### src/common/uie_defines.vh
`ifndef UIE_DEFINES_VH
`define UIE_DEFINES_VH
// Register addresses (16-bit device address space).
`define UIE_ADDR_CONFIG 16'hff80
`define UIE_ADDR_BCOUNT 16'hff81
`define UIE_ADDR_IRQ_STATUS 16'hff84
`define UIE_ADDR_IRQ_ENABLE 16'hff85
`define UIE_ADDR_IRQ_CLEAR 16'hff86
// Fixed data buffer base.
`define UIE_BUF_BASE 16'hfef8
// Configuration field positions.
`define UIE_CFG_IRQ_EN 2
`define UIE_CFG_STALL 3
`define UIE_CFG_SEQ 5
`define UIE_CFG_BME 7
// Byte count field layout.
`define UIE_BC_NAK 7
`define UIE_BC_MAX 4'h8
// Reset values.
`define UIE_CFG_RESET 8'h00
`define UIE_BC_RESET 8'h80
// Handshake answers.
`define UIE_RESP_NONE 2'h0
`define UIE_RESP_DATA 2'h1
`define UIE_RESP_NAK 2'h2
`define UIE_RESP_STALL 2'h3
// Interrupt status bits.
`define UIE_IRQ_XFER 0
`define UIE_IRQ_SETUP 1
`endif

### src/hw/uie_sync2.v
`timescale 1ns/100ps
// Two-stage synchroniser for pulses and levels arriving from outside mclk.
module uie_sync2 #(
    parameter WIDTH = 1
) (
    input wire mclk,
    input wire reset,
    input wire [WIDTH-1:0] d,
    output wire [WIDTH-1:0] q
);
    reg [WIDTH-1:0] s1_q;
    reg [WIDTH-1:0] s2_q;
    always @(posedge mclk or posedge reset) begin
        if (reset) begin
            s1_q <= {WIDTH{1'b0}};
            s2_q <= {WIDTH{1'b0}};
        end else begin
            s1_q <= d;
            s2_q <= s1_q;
        end
    end
    assign q = s2_q;
endmodule

### src/hw/uie_ep0_in.v
// The strobed register port is this design's own decision.
`timescale 1ns/100ps
`include "uie_defines.vh"
// How it works
// - While the stall and manager-enable bits are both set every IN request on this endpoint is answered with STALL.
// - The stall bit clears itself when the next SETUP arrives, with no software write.
// - The buffer manager serves this endpoint only while the manager-enable bit is set.
// - The byte-count field is a plain 4-bit binary count 0 to 15 and resets to zero.
// - A byte count of 9 to 15 is sent as 8 bytes.
// - With the ownership bit at 0 the buffer holds a packet that is sent on the next IN.
// - With the ownership bit at 1, its reset value, IN requests get NAK.
// - IN data is always fetched from the fixed buffer base address.
module uie_ep0_in (
    // Clock and reset
    input wire mclk,
    input wire reset,
    // Register port
    input wire [15:0] reg_addr,
    input wire [7:0] reg_wdata,
    input wire reg_wr,
    input wire reg_rd,
    output reg [7:0] reg_rdata,
    // Link events from the USB engine (asynchronous, level-held pulses)
    input wire link_in_token,
    input wire link_setup_token,
    input wire link_host_ack,
    // Answer to the USB engine
    output reg [1:0] resp_kind,
    output reg resp_valid,
    output reg resp_seq,
    output reg [3:0] resp_len,
    output reg [15:0] resp_base,
    // Interrupt
    output wire irq
);
    // ----------------------------------------
    // Event synchronisation and edge detection
    // ----------------------------------------
    wire [2:0] ev_sync;
    reg [2:0] ev_prev_q;
    wire [2:0] ev_rise;
    uie_sync2 #(
        .WIDTH(3)
    ) u_sync (
        .mclk(mclk),
        .reset(reset),
        .d({link_host_ack, link_setup_token, link_in_token}),
        .q(ev_sync)
    );
    always @(posedge mclk or posedge reset) begin
        if (reset) begin
            ev_prev_q <= 3'h0;
        end else begin
            ev_prev_q <= ev_sync;
        end
    end
    assign ev_rise = ev_sync & ~ev_prev_q;
    wire in_ev = ev_rise[0];
    wire setup_ev = ev_rise[1];
    wire ack_ev = ev_rise[2];

    // ----------------------------------------
    // Reset values and register decode
    // ----------------------------------------
    // Reset images of the two endpoint registers; fields are picked out by position.
    localparam [7:0] CFG_RST = `UIE_CFG_RESET;
    localparam [7:0] BC_RST = `UIE_BC_RESET;
    wire wr_cfg = reg_wr && (reg_addr == `UIE_ADDR_CONFIG);
    wire wr_bc = reg_wr && (reg_addr == `UIE_ADDR_BCOUNT);
    wire wr_ien = reg_wr && (reg_addr == `UIE_ADDR_IRQ_ENABLE);
    wire wr_iclr = reg_wr && (reg_addr == `UIE_ADDR_IRQ_CLEAR);

    // ----------------------------------------
    // Configuration register
    // ----------------------------------------
    reg irq_en_q;
    reg irq_en_d;
    reg stall_q;
    reg stall_d;
    reg bme_q;
    reg bme_d;
    // Endpoint live only with the manager enabled.
    wire ep_on = bme_q;

    always @* begin
        irq_en_d = irq_en_q;
        stall_d = stall_q;
        bme_d = bme_q;
        if (wr_cfg) begin
            irq_en_d = reg_wdata[`UIE_CFG_IRQ_EN];
            stall_d = reg_wdata[`UIE_CFG_STALL];
            bme_d = reg_wdata[`UIE_CFG_BME];
        end
        // SETUP beats a same-cycle write, so a late write cannot re-arm a stall that the host has cleared.
        if (setup_ev) begin
            stall_d = 1'b0;
        end
    end

    always @(posedge mclk or posedge reset) begin
        if (reset) begin
            irq_en_q <= CFG_RST[`UIE_CFG_IRQ_EN];
            stall_q <= CFG_RST[`UIE_CFG_STALL];
            bme_q <= CFG_RST[`UIE_CFG_BME];
        end else begin
            irq_en_q <= irq_en_d;
            stall_q <= stall_d;
            bme_q <= bme_d;
        end
    end

    // ----------------------------------------
    // Packet in flight
    // ----------------------------------------
    // Set when DATA goes out, cleared by the ACK or by a SETUP that aborts the stage.
    reg sent_q;
    reg sent_d;
    // Only an ACK that follows our own DATA packet completes a transfer.
    wire ack_done = ep_on && sent_q && ack_ev;

    // ----------------------------------------
    // Data sequence bit
    // ----------------------------------------
    reg seq_q;
    reg seq_d;

    // SETUP restarts the data stage at DATA1.
    always @* begin
        seq_d = seq_q;
        if (setup_ev) begin
            seq_d = 1'b1;
        end else if (ack_done) begin
            seq_d = ~seq_q;
        end
    end

    always @(posedge mclk or posedge reset) begin
        if (reset) begin
            seq_q <= CFG_RST[`UIE_CFG_SEQ];
        end else begin
            seq_q <= seq_d;
        end
    end

    // ----------------------------------------
    // Byte count register
    // ----------------------------------------
    reg nak_q;
    reg nak_d;
    reg [3:0] count_q;
    reg [3:0] count_d;
    // The stored count is kept as written; only what goes on the wire is capped.
    wire [3:0] eff_count = (count_q > `UIE_BC_MAX) ? `UIE_BC_MAX : count_q;

    always @* begin
        nak_d = nak_q;
        count_d = count_q;
        if (wr_bc) begin
            nak_d = reg_wdata[`UIE_BC_NAK];
            count_d = reg_wdata[3:0];
        end
        // The ACK wins over a same-cycle write, so a delivered packet is never sent twice.
        if (ack_done) begin
            nak_d = 1'b1;
        end
    end

    always @(posedge mclk or posedge reset) begin
        if (reset) begin
            nak_q <= BC_RST[`UIE_BC_NAK];
            count_q <= BC_RST[3:0];
        end else begin
            nak_q <= nak_d;
            count_q <= count_d;
        end
    end

    // ----------------------------------------
    // IN request answer
    // ----------------------------------------
    reg [1:0] resp_kind_d;
    reg resp_valid_d;
    reg resp_seq_d;
    reg [3:0] resp_len_d;
    reg [15:0] resp_base_d;

    // Priority is stall, then NAK, then data; the answer fields hold until the next IN.
    always @* begin
        resp_kind_d = resp_kind;
        resp_valid_d = 1'b0;
        resp_seq_d = resp_seq;
        resp_len_d = resp_len;
        resp_base_d = resp_base;
        sent_d = sent_q;
        if (setup_ev || ack_ev) begin
            sent_d = 1'b0;
        end
        if (in_ev && ep_on) begin
            resp_valid_d = 1'b1;
            resp_seq_d = seq_q;
            resp_base_d = `UIE_BUF_BASE;
            if (stall_q) begin
                resp_kind_d = `UIE_RESP_STALL;
                resp_len_d = 4'h0;
            end else if (nak_q) begin
                resp_kind_d = `UIE_RESP_NAK;
                resp_len_d = 4'h0;
            end else begin
                resp_kind_d = `UIE_RESP_DATA;
                resp_len_d = eff_count;
                sent_d = 1'b1;
            end
        end
    end

    // The base output only carries meaning once the first answer has gone out.
    always @(posedge mclk or posedge reset) begin
        if (reset) begin
            resp_kind <= `UIE_RESP_NONE;
            resp_valid <= 1'b0;
            resp_seq <= 1'b0;
            resp_len <= 4'h0;
            resp_base <= 16'h0000;
            sent_q <= 1'b0;
        end else begin
            resp_kind <= resp_kind_d;
            resp_valid <= resp_valid_d;
            resp_seq <= resp_seq_d;
            resp_len <= resp_len_d;
            resp_base <= resp_base_d;
            sent_q <= sent_d;
        end
    end

    // ----------------------------------------
    // Interrupt enable and clear
    // ----------------------------------------
    reg [1:0] irq_enable_q;
    reg [1:0] irq_enable_d;
    wire [1:0] irq_set;
    wire [1:0] irq_clr;
    wire [1:0] irq_status;
    // Transfer flag: only ACKed data packets, and only with the configuration enable set.
    assign irq_set[`UIE_IRQ_XFER] = ack_done && irq_en_q;
    // SETUP flag: lets firmware see a new control transfer even while the endpoint is stalled.
    assign irq_set[`UIE_IRQ_SETUP] = setup_ev && ep_on;
    // Write-one-to-clear: a zero in the clear word leaves the flag alone.
    assign irq_clr = wr_iclr ? reg_wdata[1:0] : 2'h0;

    always @* begin
        irq_enable_d = irq_enable_q;
        if (wr_ien) begin
            irq_enable_d = reg_wdata[1:0];
        end
    end

    always @(posedge mclk or posedge reset) begin
        if (reset) begin
            irq_enable_q <= 2'h0;
        end else begin
            irq_enable_q <= irq_enable_d;
        end
    end

    // ----------------------------------------
    // Interrupt status flags
    // ----------------------------------------
    // A set in the same cycle as its clear survives, so no event is lost to a late clear.
    genvar gi;
    generate
        for (gi = 0; gi < 2; gi = gi + 1) begin : g_irq
            reg flag_q;
            reg flag_d;

            always @* begin
                flag_d = flag_q;
                if (irq_clr[gi]) begin
                    flag_d = 1'b0;
                end
                if (irq_set[gi]) begin
                    flag_d = 1'b1;
                end
            end

            always @(posedge mclk or posedge reset) begin
                if (reset) begin
                    flag_q <= 1'b0;
                end else begin
                    flag_q <= flag_d;
                end
            end

            assign irq_status[gi] = flag_q;
        end
    endgenerate
    // Level output: stays high while any enabled flag is set.
    assign irq = |(irq_status & irq_enable_q);

    // ----------------------------------------
    // Register read
    // ----------------------------------------
    reg [7:0] cfg_view;
    reg [7:0] bc_view;
    reg [7:0] rdata_d;

    // Reserved bits read as zero.
    always @* begin
        cfg_view = 8'h00;
        cfg_view[`UIE_CFG_IRQ_EN] = irq_en_q;
        cfg_view[`UIE_CFG_STALL] = stall_q;
        cfg_view[`UIE_CFG_SEQ] = seq_q;
        cfg_view[`UIE_CFG_BME] = bme_q;
        bc_view = 8'h00;
        bc_view[`UIE_BC_NAK] = nak_q;
        bc_view[3:0] = count_q;
    end

    // Data stand only in the cycle after the strobe; the bus is zero otherwise.
    always @* begin
        rdata_d = 8'h00;
        if (reg_rd) begin
            case (reg_addr)
                `UIE_ADDR_CONFIG: rdata_d = cfg_view;
                `UIE_ADDR_BCOUNT: rdata_d = bc_view;
                `UIE_ADDR_IRQ_STATUS: rdata_d = {6'h00, irq_status};
                `UIE_ADDR_IRQ_ENABLE: rdata_d = {6'h00, irq_enable_q};
                default: rdata_d = 8'h00;
            endcase
        end
    end

    always @(posedge mclk or posedge reset) begin
        if (reset) begin
            reg_rdata <= 8'h00;
        end else begin
            reg_rdata <= rdata_d;
        end
    end
endmodule

### config.mk
export PLATFORM = sky130hd
export DESIGN_NAME = uie_ep0_in
export DESIGN_NICKNAME = d
export VERILOG_FILES = /design/src/hw/uie_sync2.v /design/src/hw/uie_ep0_in.v
export VERILOG_INCLUDE_DIRS = /design/src /design/src/common
export SDC_FILE = /design/constraint.sdc
export NUM_CORES = 1
export LEC_CHECK = 0
export BUFFER_PORTS_ARGS = -buffer_cell sky130_fd_sc_hd__buf_2
export CAP_MARGIN = 40
export CORE_MARGIN = 1.5
export CORE_UTILIZATION = 47
export DETAILED_ROUTE_END_ITERATION = 12
export GPL_TIMING_DRIVEN = 0
export MAX_ROUTING_LAYER = met4
export PLACE_DENSITY = 0.77
export SYNTH_ARGS = -nofsm -noshare
export SYNTH_HDL_FRONTEND = slang
export SYNTH_HIERARCHICAL = 1
export SYNTH_SLANG_ARGS = --single-unit
### constraint.sdc
create_clock -name mclk -period 1.6 [get_ports mclk]
set_input_delay 0.16 -clock mclk [delete_from_list [all_inputs] [get_ports mclk]]
set_output_delay 0.16 -clock mclk [all_outputs]
set_load 0.1 [all_outputs]
Word-level counts from Yosys, hierarchy flattened
Cells that the tools add are included.

storage, ports and cells
  bits in registers = 40
  bits of input ports = 31
  output and inout port bits = 33
  word-level logic and storage cells = 68

cells by class
  magnitude comparators = 1
  eq/ne operators = 5
  muxes and demuxes = 23
  bitwise logic cells = 4
  reductions and logical operators = 16

operator list
  cell                                        count
  16-bit == test (second input constant)      5
  8-bit one-hot mux with 4 select lines       1
  1-bit 2-to-1 mux                            15
  4-bit 2-to-1 mux                            3
  2-bit nonzero test                          5
  1-bit logical AND                           9
  8-bit 2-to-1 mux                            1
  2-bit 2-to-1 mux                            3
  4-bit > comparator (second input constant)  1
  3-bit bitwise AND                           1
  3-bit inverter                              1
  2-bit bitwise AND                           1
  2-bit OR reduction                          1
  1-bit logical OR                            1
  1-bit inverter                              1

Longest topological paths before layout
Gate-level depths: netlist (run 1).

  depth after elaboration = 7
  depth in mapped cells = 5
  depth with buffers taken out = 4

Hierarchy
The synthesis (run 1) kept the hierarchy.

modules (own cells, without submodules)
  module      instances  cells each  area each (sq um)  sequential area each (sq um)
  uie_ep0_in  1          133         1507.7             802.0
  uie_sync2   1          7           153.9              150.1

Worst setup path after synthesis (run 1)
OpenSTA, ideal clock, no wires.

  path type = input -> register
  start point = input port reg_addr[3]
  end point = register count_q[0]
  setup time = 0.125 ns
  arrival = 1.945 ns
  data required time = 1.475 ns
  slack = -0.470 ns
  stages = 5
  path buffers = 1
  cell sequence = or4_4 -> or4_1 -> or3_1 -> buf_6 -> mux2_4

on the way
  cells in the longest elaborated chain, start to end = 2

ends and longest elaborated chain
  element               line              text
  from (decl)           uie_ep0_in.v:18   input wire [15:0] reg_addr,
  16-bit == test        n/a
  1-bit logical AND     uie_ep0_in.v:69   wire wr_bc = reg_wr && (reg_addr == `UIE_ADDR_BCOUNT);
  to (signal assigned)  uie_ep0_in.v:171  count_q <= BC_RST[3:0];
  to (signal assigned)  uie_ep0_in.v:174  count_q <= count_d;
  to (decl)             uie_ep0_in.v:150  reg [3:0] count_q;

No other way between the ends.
A chain may end at the register's enable or synchronous reset.

Worst setup path in the final report (run 1)
  start point = input port reg_addr[6]
  end point = register count_q[2]

Same word-level chain as after synthesis.

==> reports/metrics.cfg, run 1 <==
[synthesis]
synth_cell_types=31
avgSynthCellArea_sq_um=11.87
synthesis.area_sq_um=1662
yosysWarningCount=6
yosysMostFrequentCell=dfrtp_1
yosysTopAreaCell=dfrtp_1
synthArstFlopShare_pct=100.0
synth.area.top_cells=dfrtp_1, buf_4, mux2_2
synthCells=140
synth_edf_count=0
ys_seq_elements=38
netlist.area_leader.share_pct=55.72
synth_flop_cell=dfrtp_1
synthTopCellsByCount=dfrtp_1, buf_4, nor2_1, nand2_1, inv_1
ys_seq_area_share_pct=57.30

[cts]
cts_tree=yes
root_buffer=clkbuf_4
h-tree-depth=2
cts_sinks=38
cts_made_buffers=5
cts.clk_slew.worst_paths_ns=0.11
clk_latency_ns=0.33
clk_path_buf_depth=2

[layout]
finalNonFillerCells=263
syn_to_final_growth_pct=36.97
antenna_cells=0
finalNetCount=247
layout-drive-gt1-share_pct=48.85
fin_util_pct=67.67
fill_cells=263

[sta]
hold_viol_final=0
setup_slack_ns=-0.2210
worstMarginPinSlew_ns=0.5645
min_period_ns=1.821
fin_tns_setup_ns=-1.173
fmax_ghz=0.5491
rsz0062_at_grt=true
drv_slew=0
skew_ns=0.002536
slew_headroom_pct=62.07
period_share_pct=113.8
whs_ns=0.08890
setup_viol=9

[route]
drc_errors=0
antenna_left=0
routedWlPerCell_um=13.14
dr_total_vias=1262
dr.pass1.iters=5
drt_first_iter_violations=26
avgViaCountPerCell=4.798
wirelength_mm=3.455

[floorplan]
ios=64
die_w_um=62.46
rows=21
die_h_um=62.46
fp.coreArea_sq_um=3363
start_util_pct=49.40
die_area_sq_um=3901

[worst_setup_path]
timing.rr.start=bme_q
r2r_slack_ns=0.16
rr_worst_depth=4
critPathLaunchType=input port
required_ns=1.83
path_max_fanout=5
path_class=input port to flop
worstPathArrival_ns=2.05
crit_path_end_kind=flop
r2r_end=resp_len[0]

[global_routing]
grt_max_degree=24
grt.total_usage_pct=19.49
grt-ovfl-total=0
grt_pass1_vias=1284
antenna_found_initial=0
grt_pass1_wl_mm=5.720

[place]
placedCellCount=245
routabilityCongestion=0.8209
hpwl_mm=2.589
io_buffers=53

[min_path]
hold_start=reg_wdata[7]
holdPathEnd=bme_q
hold_depth=2
hold_path.class=input port to flop

[outcome]
status=finished, violations left
violations=negative setup slack

[pwr]
p_per_area_nw_per_um2=740.4
p_leak_nw=1.218
ir_worst_vdd_v=0.0006365
total_power_mw=1.685

[run]
cap_viol_max_count=0

[worst max path at each step]
stage,start,endpoint,slack (ns)
floorplan,reg_addr[3],count_q[0],-0.47
global placement,reg_addr[3],count_q[0],-0.62
detailed placement,reg_addr[3],count_q[2],-0.66
CTS,reg_addr[3],bme_q,-0.27
global route,reg_addr[6],count_q[3],-0.22
finish,reg_addr[6],count_q[2],-0.22
[registers in the layout, indices dropped and copies added (netlist names)]
register / flops
g_irq.flag_q: 2
resp_kind: 2
resp_valid: 1
seq_q: 1
count_q: 4
sent_q: 1
stall_q: 1
ev_prev_q: 3
bme_q: 1
nak_q: 1
resp_seq: 1
u_sync/q: 3
resp_len: 4
u_sync/s1_q: 3
resp_base: 1
reg_rdata: 6
irq_en_q: 1
irq_enable_q: 2
[layer usage]
layer | wire length, um | global-route usage (%) | up-vias | share of wire [%]
li1 | - | - | 607 | -
met2 | 1867 | 35.48 | 55 | 54
met3 | 227 | 7.207 | 6 | 6.6
met1 | 1321 | 19.30 | 594 | 38
met4 | 40 | 5.833 | 0 | 1.2
met5 | 0 | - | - | 0
[power breakdown]
| group | internal [mW] | total [mW] | switching (mW) |
|---|---|---|---|
| Clock | 0.211 | 0.514 | 0.302 |
| Sequential | 0.972 | 0.976 | 0.00458 |
| Combinational | 0.0642 | 0.195 | 0.131 |
[worst max-delay path, cell delays in order]
cell    delay [ns]
buf_6         0.09
or4_4         0.53
or4_4         0.55
or3_4         0.40
mux2_4        0.32
[repair_timing]
item,CTS,global route
endpoints found under the hold margin,18,0
hold buffers,4,0
buffers inserted,2,5
gates resized for setup,4,17
pin swaps,1,4
setup endpoints to repair,13,18
[layout make-up]
cell class,instances,area (sq um),area share (%)
sequential,38,953.4,41.89
multi-input combinational,81,621.8,27.32
inverter,7,26.28,1.154
timing repair buffer,65,421.7,18.53
clock inverter,2,12.51,0.5498
buffer,18,131.4,5.772
tap,46,57.56,2.529
clock buffer,6,51.30,2.254
[logic make-up after synthesis]
logic type	synth area share, %
and+or+nand+nor	15.36
AOI/OAI and AO/OA	5.723
xor gates and xnor gates	0.5272
other	0.2257
DFF	57.30
buffers and inverters	10.17
muxes	10.69
[through the flow]
step | setup slack, ns | area (sq um)
2_1_floorplan | -0.4700 | 1688
3_3_place_gp | -0.6186 | 2011
3_5_place_dp | -0.6624 | 2038
4_1_cts | -0.2690 | 2177
5_1_grt | -0.2206 | 2276
6_report | -0.2210 | 2276
[layout by cell type (no fill, tap or decap), types with 2 or more instances in the layout]
cell type / netlist / final
nor2_1: 10 / 10
dfrtp_1: 37 / 36
nand2b_1: 5 / 5
mux2i_1: 5 / 5
dlygate4sd3_1: 0 / 4
nand3_1: 4 / 4
conb_1: 1 / 6
nor2b_1: 3 / 3
buf_4: 17 / 23
mux2_2: 6 / 4
mux2_4: 4 / 6
or4_4: 1 / 2
buf_6: 1 / 3
nor4_4: 0 / 2
a22o_1: 6 / 6
buf_2: 0 / 43
a22oi_1: 2 / 2
clkbuf_4: 0 / 13
inv_1: 7 / 7
nand3b_1: 2 / 2
o21ai_0: 4 / 4
nand4_1: 3 / 3
nand2_1: 9 / 9
Note: power is estimated with default switching activity, not from simulation.
==> run 2: changes to the inputs <==
Clock period 1.6 ns to 2 ns, I/O delays scaled along.
==> reports/metrics.cfg, run 2 (synthesis results as in run 1) <==
[sta]
whs_ns=0.1047
rsz0062_at_grt=false
hold_viol_final=0
setup_viol=0
fmax_ghz=0.5209
period_share_pct=95.99
drv_slew=0
slew_headroom_pct=64.70
skew_ns=0.007489
min_period_ns=1.920
worstMarginPinSlew_ns=0.5255

[pwr]
p_seq_share_pct=58.5
swShare_pct=25.44
pwr-share-comb_pct=11.0
p_leak_nw=1.166
total_power_mw=1.335
p_sw_uw=339.6
ir_worst_vdd_v=0.0004797
clockPowerShare_pct=30.5
internal_power_uw=995.3
p_per_area_nw_per_um2=624.6

[floorplan]
rows=21
start_util_pct=49.40
fp.coreArea_sq_um=3363
die_area_sq_um=3901
ios=64
die_h_um=62.46
die_w_um=62.46

[layout]
top_register=reg_rdata
layout-drive-gt1-share_pct=44.08
finalNetCount=241
fill_cells=299
syn_to_final_growth_pct=28.61
final_common_cell=buf_2
multi_input_area_sq_um=565.5
largest_register_ffs=6
mostFrequentLayoutCells=buf_2, dfrtp_1, buf_4
top_regs=reg_rdata: 6 flops, count_q: 4 flops, resp_len: 4 flops
antenna_cells=0
seq_area_sq_um=952.2
fin_util_pct=63.54

[worst_setup_path]
crit_path_end_kind=flop
path_max_fanout=5
path_class=input port to flop
r2r_end=resp_len[0]
timing.rr.start=bme_q
r2r_slack_ns=0.34
required_ns=2.24
setup.worst_path.end=count_q[3]
rr_worst_depth=4
worstPathArrival_ns=2.16
crit_path_start=reg_addr[3]
critPathLaunchType=input port

[route]
drt_first_iter_violations=62
antenna_left=0
routedWlPerCell_um=12.78
avgViaCountPerCell=4.872
drc_errors=0
dr.pass1.iters=4
wirelength_mm=3.284
dr_total_vias=1252

[place]
io_buffers=53
hpwl_mm=2.546
routabilityCongestion=0.8036

[global_routing]
antenna_found_initial=0
grt_pass1_wl_mm=5.354
grt.total_usage_pct=18.54
grt-ovfl-total=0
grt_max_degree=24
grt_pass1_vias=1202

[cts]
cts.clk_slew.worst_paths_ns=0.10
h-tree-depth=2
root_buffer=clkbuf_4
cts_setup_buffers=0
clk_latency_ns=0.34
cts_made_buffers=5
cts_tree=yes
clk_path_buf_depth=2
cts_sinks=38

[min_path]
hold_path.class=input port to flop
hold_depth=2

[run]
cap_viol_max_count=0

[outcome]
status=complete, no violations

run 2: per-stage QoR:
| stage | setup slack [ns] | std cells | setup TNS [ns] | area (sq um) |
|---|---|---|---|---|
| floorplan | -0.1100 | 145 | -0.4401 | 1687 |
| global placement | -0.2589 | 244 | -1.800 | 2009 |
| detailed placement | -0.2715 | 245 | -1.992 | 2037 |
| CTS | 0.09977 | 257 | 0 | 2137 |
| global route | 0.03301 | 257 | 0 | 2137 |
| finish | 0.08019 | 257 | 0 | 2137 |
run 2: critical path, stage by stage:
cell and delay (ns):
buf_2 0.10, or4_4 0.53, or4_1 0.55, or3_1 0.34, buf_6 0.15, mux2_4 0.29
run 2: timing repair:
| item | CTS | global route |
|---|---|---|
| hold buffers | 4 | 0 |
| resized for setup | 0 | 0 |
| setup endpoints to repair | 0 | 0 |
| endpoints found under the hold margin | 18 | 0 |
run 2: per-layer routing:
| layer | wire [um] | share of wire, % | up-vias | global-route usage (%) |
|---|---|---|---|---|
| met5 | 0 | 0 | - | - |
| met4 | 78 | 2.4 | 0 | 8.889 |
| met3 | 239 | 7.3 | 8 | 6.126 |
| met2 | 1656 | 50 | 63 | 30.78 |
| met1 | 1311 | 40 | 585 | 20.05 |
| li1 | - | - | 596 | - |
run 2: power by group through the flow:
stage / clock network [mW] / logic, mW / registers [mW]
CTS: 0.425 / 0.147 / 0.781
global placement: 0 / 0.130 / 0.795
global route: 0.451 / 0.158 / 0.782
floorplan: 0 / 0.0925 / 0.796
finish: 0.407 / 0.147 / 0.781
detailed placement: 0 / 0.141 / 0.796
run 2: area by class of cell:
class                   count  share of cell area (%)
inverters                   7                   1.230
flip-flops and latches     38                   44.56
multi-input cells          81                   26.46
clock inverters             1                  0.2342
repair buffers             58                   15.57
well taps                  46                   2.693
plain buffers              19                   6.674
clock buffers               7                   2.576
run 2: worst min-delay path by stage:
stage                            start        endpoint  slack, ns
after floorplan                  reset     u_sync/q[0]     -0.009
after global placement           reset  u_sync/s1_q[2]       0.12
after detailed placement         reset  u_sync/s1_q[0]       0.13
after CTS                 reg_wdata[2]      count_q[2]        0.1
after global routing      reg_wdata[2]      count_q[2]        0.1
final                     reg_wdata[2]      count_q[2]       0.10
==> run 3: changes to the inputs <==
Settings changed: SLEW_MARGIN set to 10.
Clock period 2 ns to 1.8 ns, I/O delays scaled along.
==> reports/metrics.cfg, run 3 (synthesis results as in run 1) <==
[layout]
design_area_sq_um=2163
finalNetCount=241
layout-drive-gt1-share_pct=45.02
seq_area_sq_um=952.2
final_common_cell=buf_2
syn_to_final_growth_pct=30.20
fill_cells=294
top_regs=reg_rdata: 6 flops, count_q: 4 flops, resp_len: 4 flops
mostFrequentLayoutCells=buf_2, dfrtp_1, buf_4
finalNonFillerCells=257
fin_util_pct=64.32
multi_input_area_sq_um=583.1
largest_register_ffs=6
top_register=reg_rdata
antenna_cells=0

[route]
routedWlPerCell_um=12.85
drt_first_iter_violations=30
dr.pass1.iters=4
avgViaCountPerCell=4.833
wirelength_mm=3.302
antenna_left=0
dr_total_vias=1242
drc_errors=0

[place]
dpl_cell_area_sq_um=2037
io_buffers=53
placedCellCount=245
routabilityCongestion=0.8036
post-place-ws_ns=-0.4515
hpwl_mm=2.546

[sta]
fin_tns_setup_ns=-0.1236
hold_viol_final=0
rsz0062_at_grt=true
setup_viol=4
slew_headroom_pct=64.29
min_period_ns=1.836
drv_slew=0
skew_ns=0.008251
setup_slack_ns=-0.03567
whs_ns=0.08521
fmax_ghz=0.5448
worstMarginPinSlew_ns=0.5315
period_share_pct=102.0

[worst_setup_path]
critPathLaunchType=input port
cp_cell_sequence=buf_6 -> or4_4 -> or4_4 -> or3_4 -> mux2_4
worstPathArrival_ns=2.07
cpMaxStageDelayCell=or4_4
path_max_fanout=5
required_ns=2.04
crit_path_end_kind=flop
path_class=input port to flop
critPathMaxStageDelay_ns=0.56
crit_top_cell=or4_4

[cts]
h-tree-depth=2
clk_latency_ns=0.34
cts_sinks=38
cts_tree=yes
root_buffer=clkbuf_4
cts.clk_slew.worst_paths_ns=0.10
cts_made_buffers=5
clk_path_buf_depth=2

[pwr]
total_power_mw=1.491
p_leak_nw=1.182
p_per_area_nw_per_um2=689.2
ir_worst_vdd_v=0.0005329

[floorplan]
start_util_pct=49.40
die_h_um=62.46
die_area_sq_um=3901
die_w_um=62.46
ios=64
fp.coreArea_sq_um=3363
rows=21

[run]
cap_viol_max_count=0

[global_routing]
grt_pass1_vias=1211
grt_max_degree=24
grt-ovfl-total=0
grt_pass1_wl_mm=5.354
grt.total_usage_pct=18.54
antenna_found_initial=0

[min_path]
hold_path.class=input port to flop

[outcome]
status=finished, violations left
violations=negative setup slack

==> run 3: layer usage <==
| metal | global-route usage [%] | up-vias | wire length, um |
|---|---|---|---|
| li1 | - | 597 | - |
| met1 | 19.93 | 586 | 1328 |
| met2 | 30.65 | 51 | 1671 |
| met3 | 6.306 | 8 | 224 |
| met4 | 9.167 | 0 | 78 |
| met5 | - | - | 0 |
==> run 3: timing repair <==
action                                 4_1_cts  5_1_grt
pin swaps                                    0        1
buffers inserted                             1        0
hold buffers                                 4        0
resized for setup                            2        3
setup endpoints to repair                    6        9
endpoints found under the hold margin       18        0
==> run 3: worst max-delay path, delay by kind of cell <==
kind          cells  cell delay, ns
simple gates      3            1.49
mux               1            0.31
buf+inv           1            0.09
==> run 3: cell type report <==
class                   count  share of cell area [%]
flip-flops and latches     38                   44.01
multi-input cells          81                   26.95
repair buffers             59                   16.31
plain buffers              18                   6.073
well taps                  46                   2.661
clock buffers               7                   2.545
inverters                   7                   1.215
clock inverters             1                  0.2313
==> run 3: power breakdown <==
| part | switching, mW | internal, mW | total [mW] |
|---|---|---|---|
| Combinational | 0.112 | 0.0556 | 0.167 |
| Clock | 0.267 | 0.189 | 0.456 |
| Sequential | 0.00386 | 0.864 | 0.868 |
| Total | 0.382 | 1.11 | 1.49 |
==> run 3: final timing paths <==
kind / cells past startpoint / to / slack, ns / from
max in group asynchronous: 4 / nak_q / 0.87 / reset
worst max-delay path: 5 / count_q[3] / -0.04 / reg_addr[3]
worst min-delay path: 2 / count_q[2] / 0.09 / reg_wdata[2]
worst min register to register: 0 / u_sync/q[1] / 0.36 / u_sync/s1_q[1]
min in group asynchronous: 3 / u_sync/s1_q[1] / 0.30 / reset
worst max register to register: 4 / resp_len[0] / 0.14 / bme_q
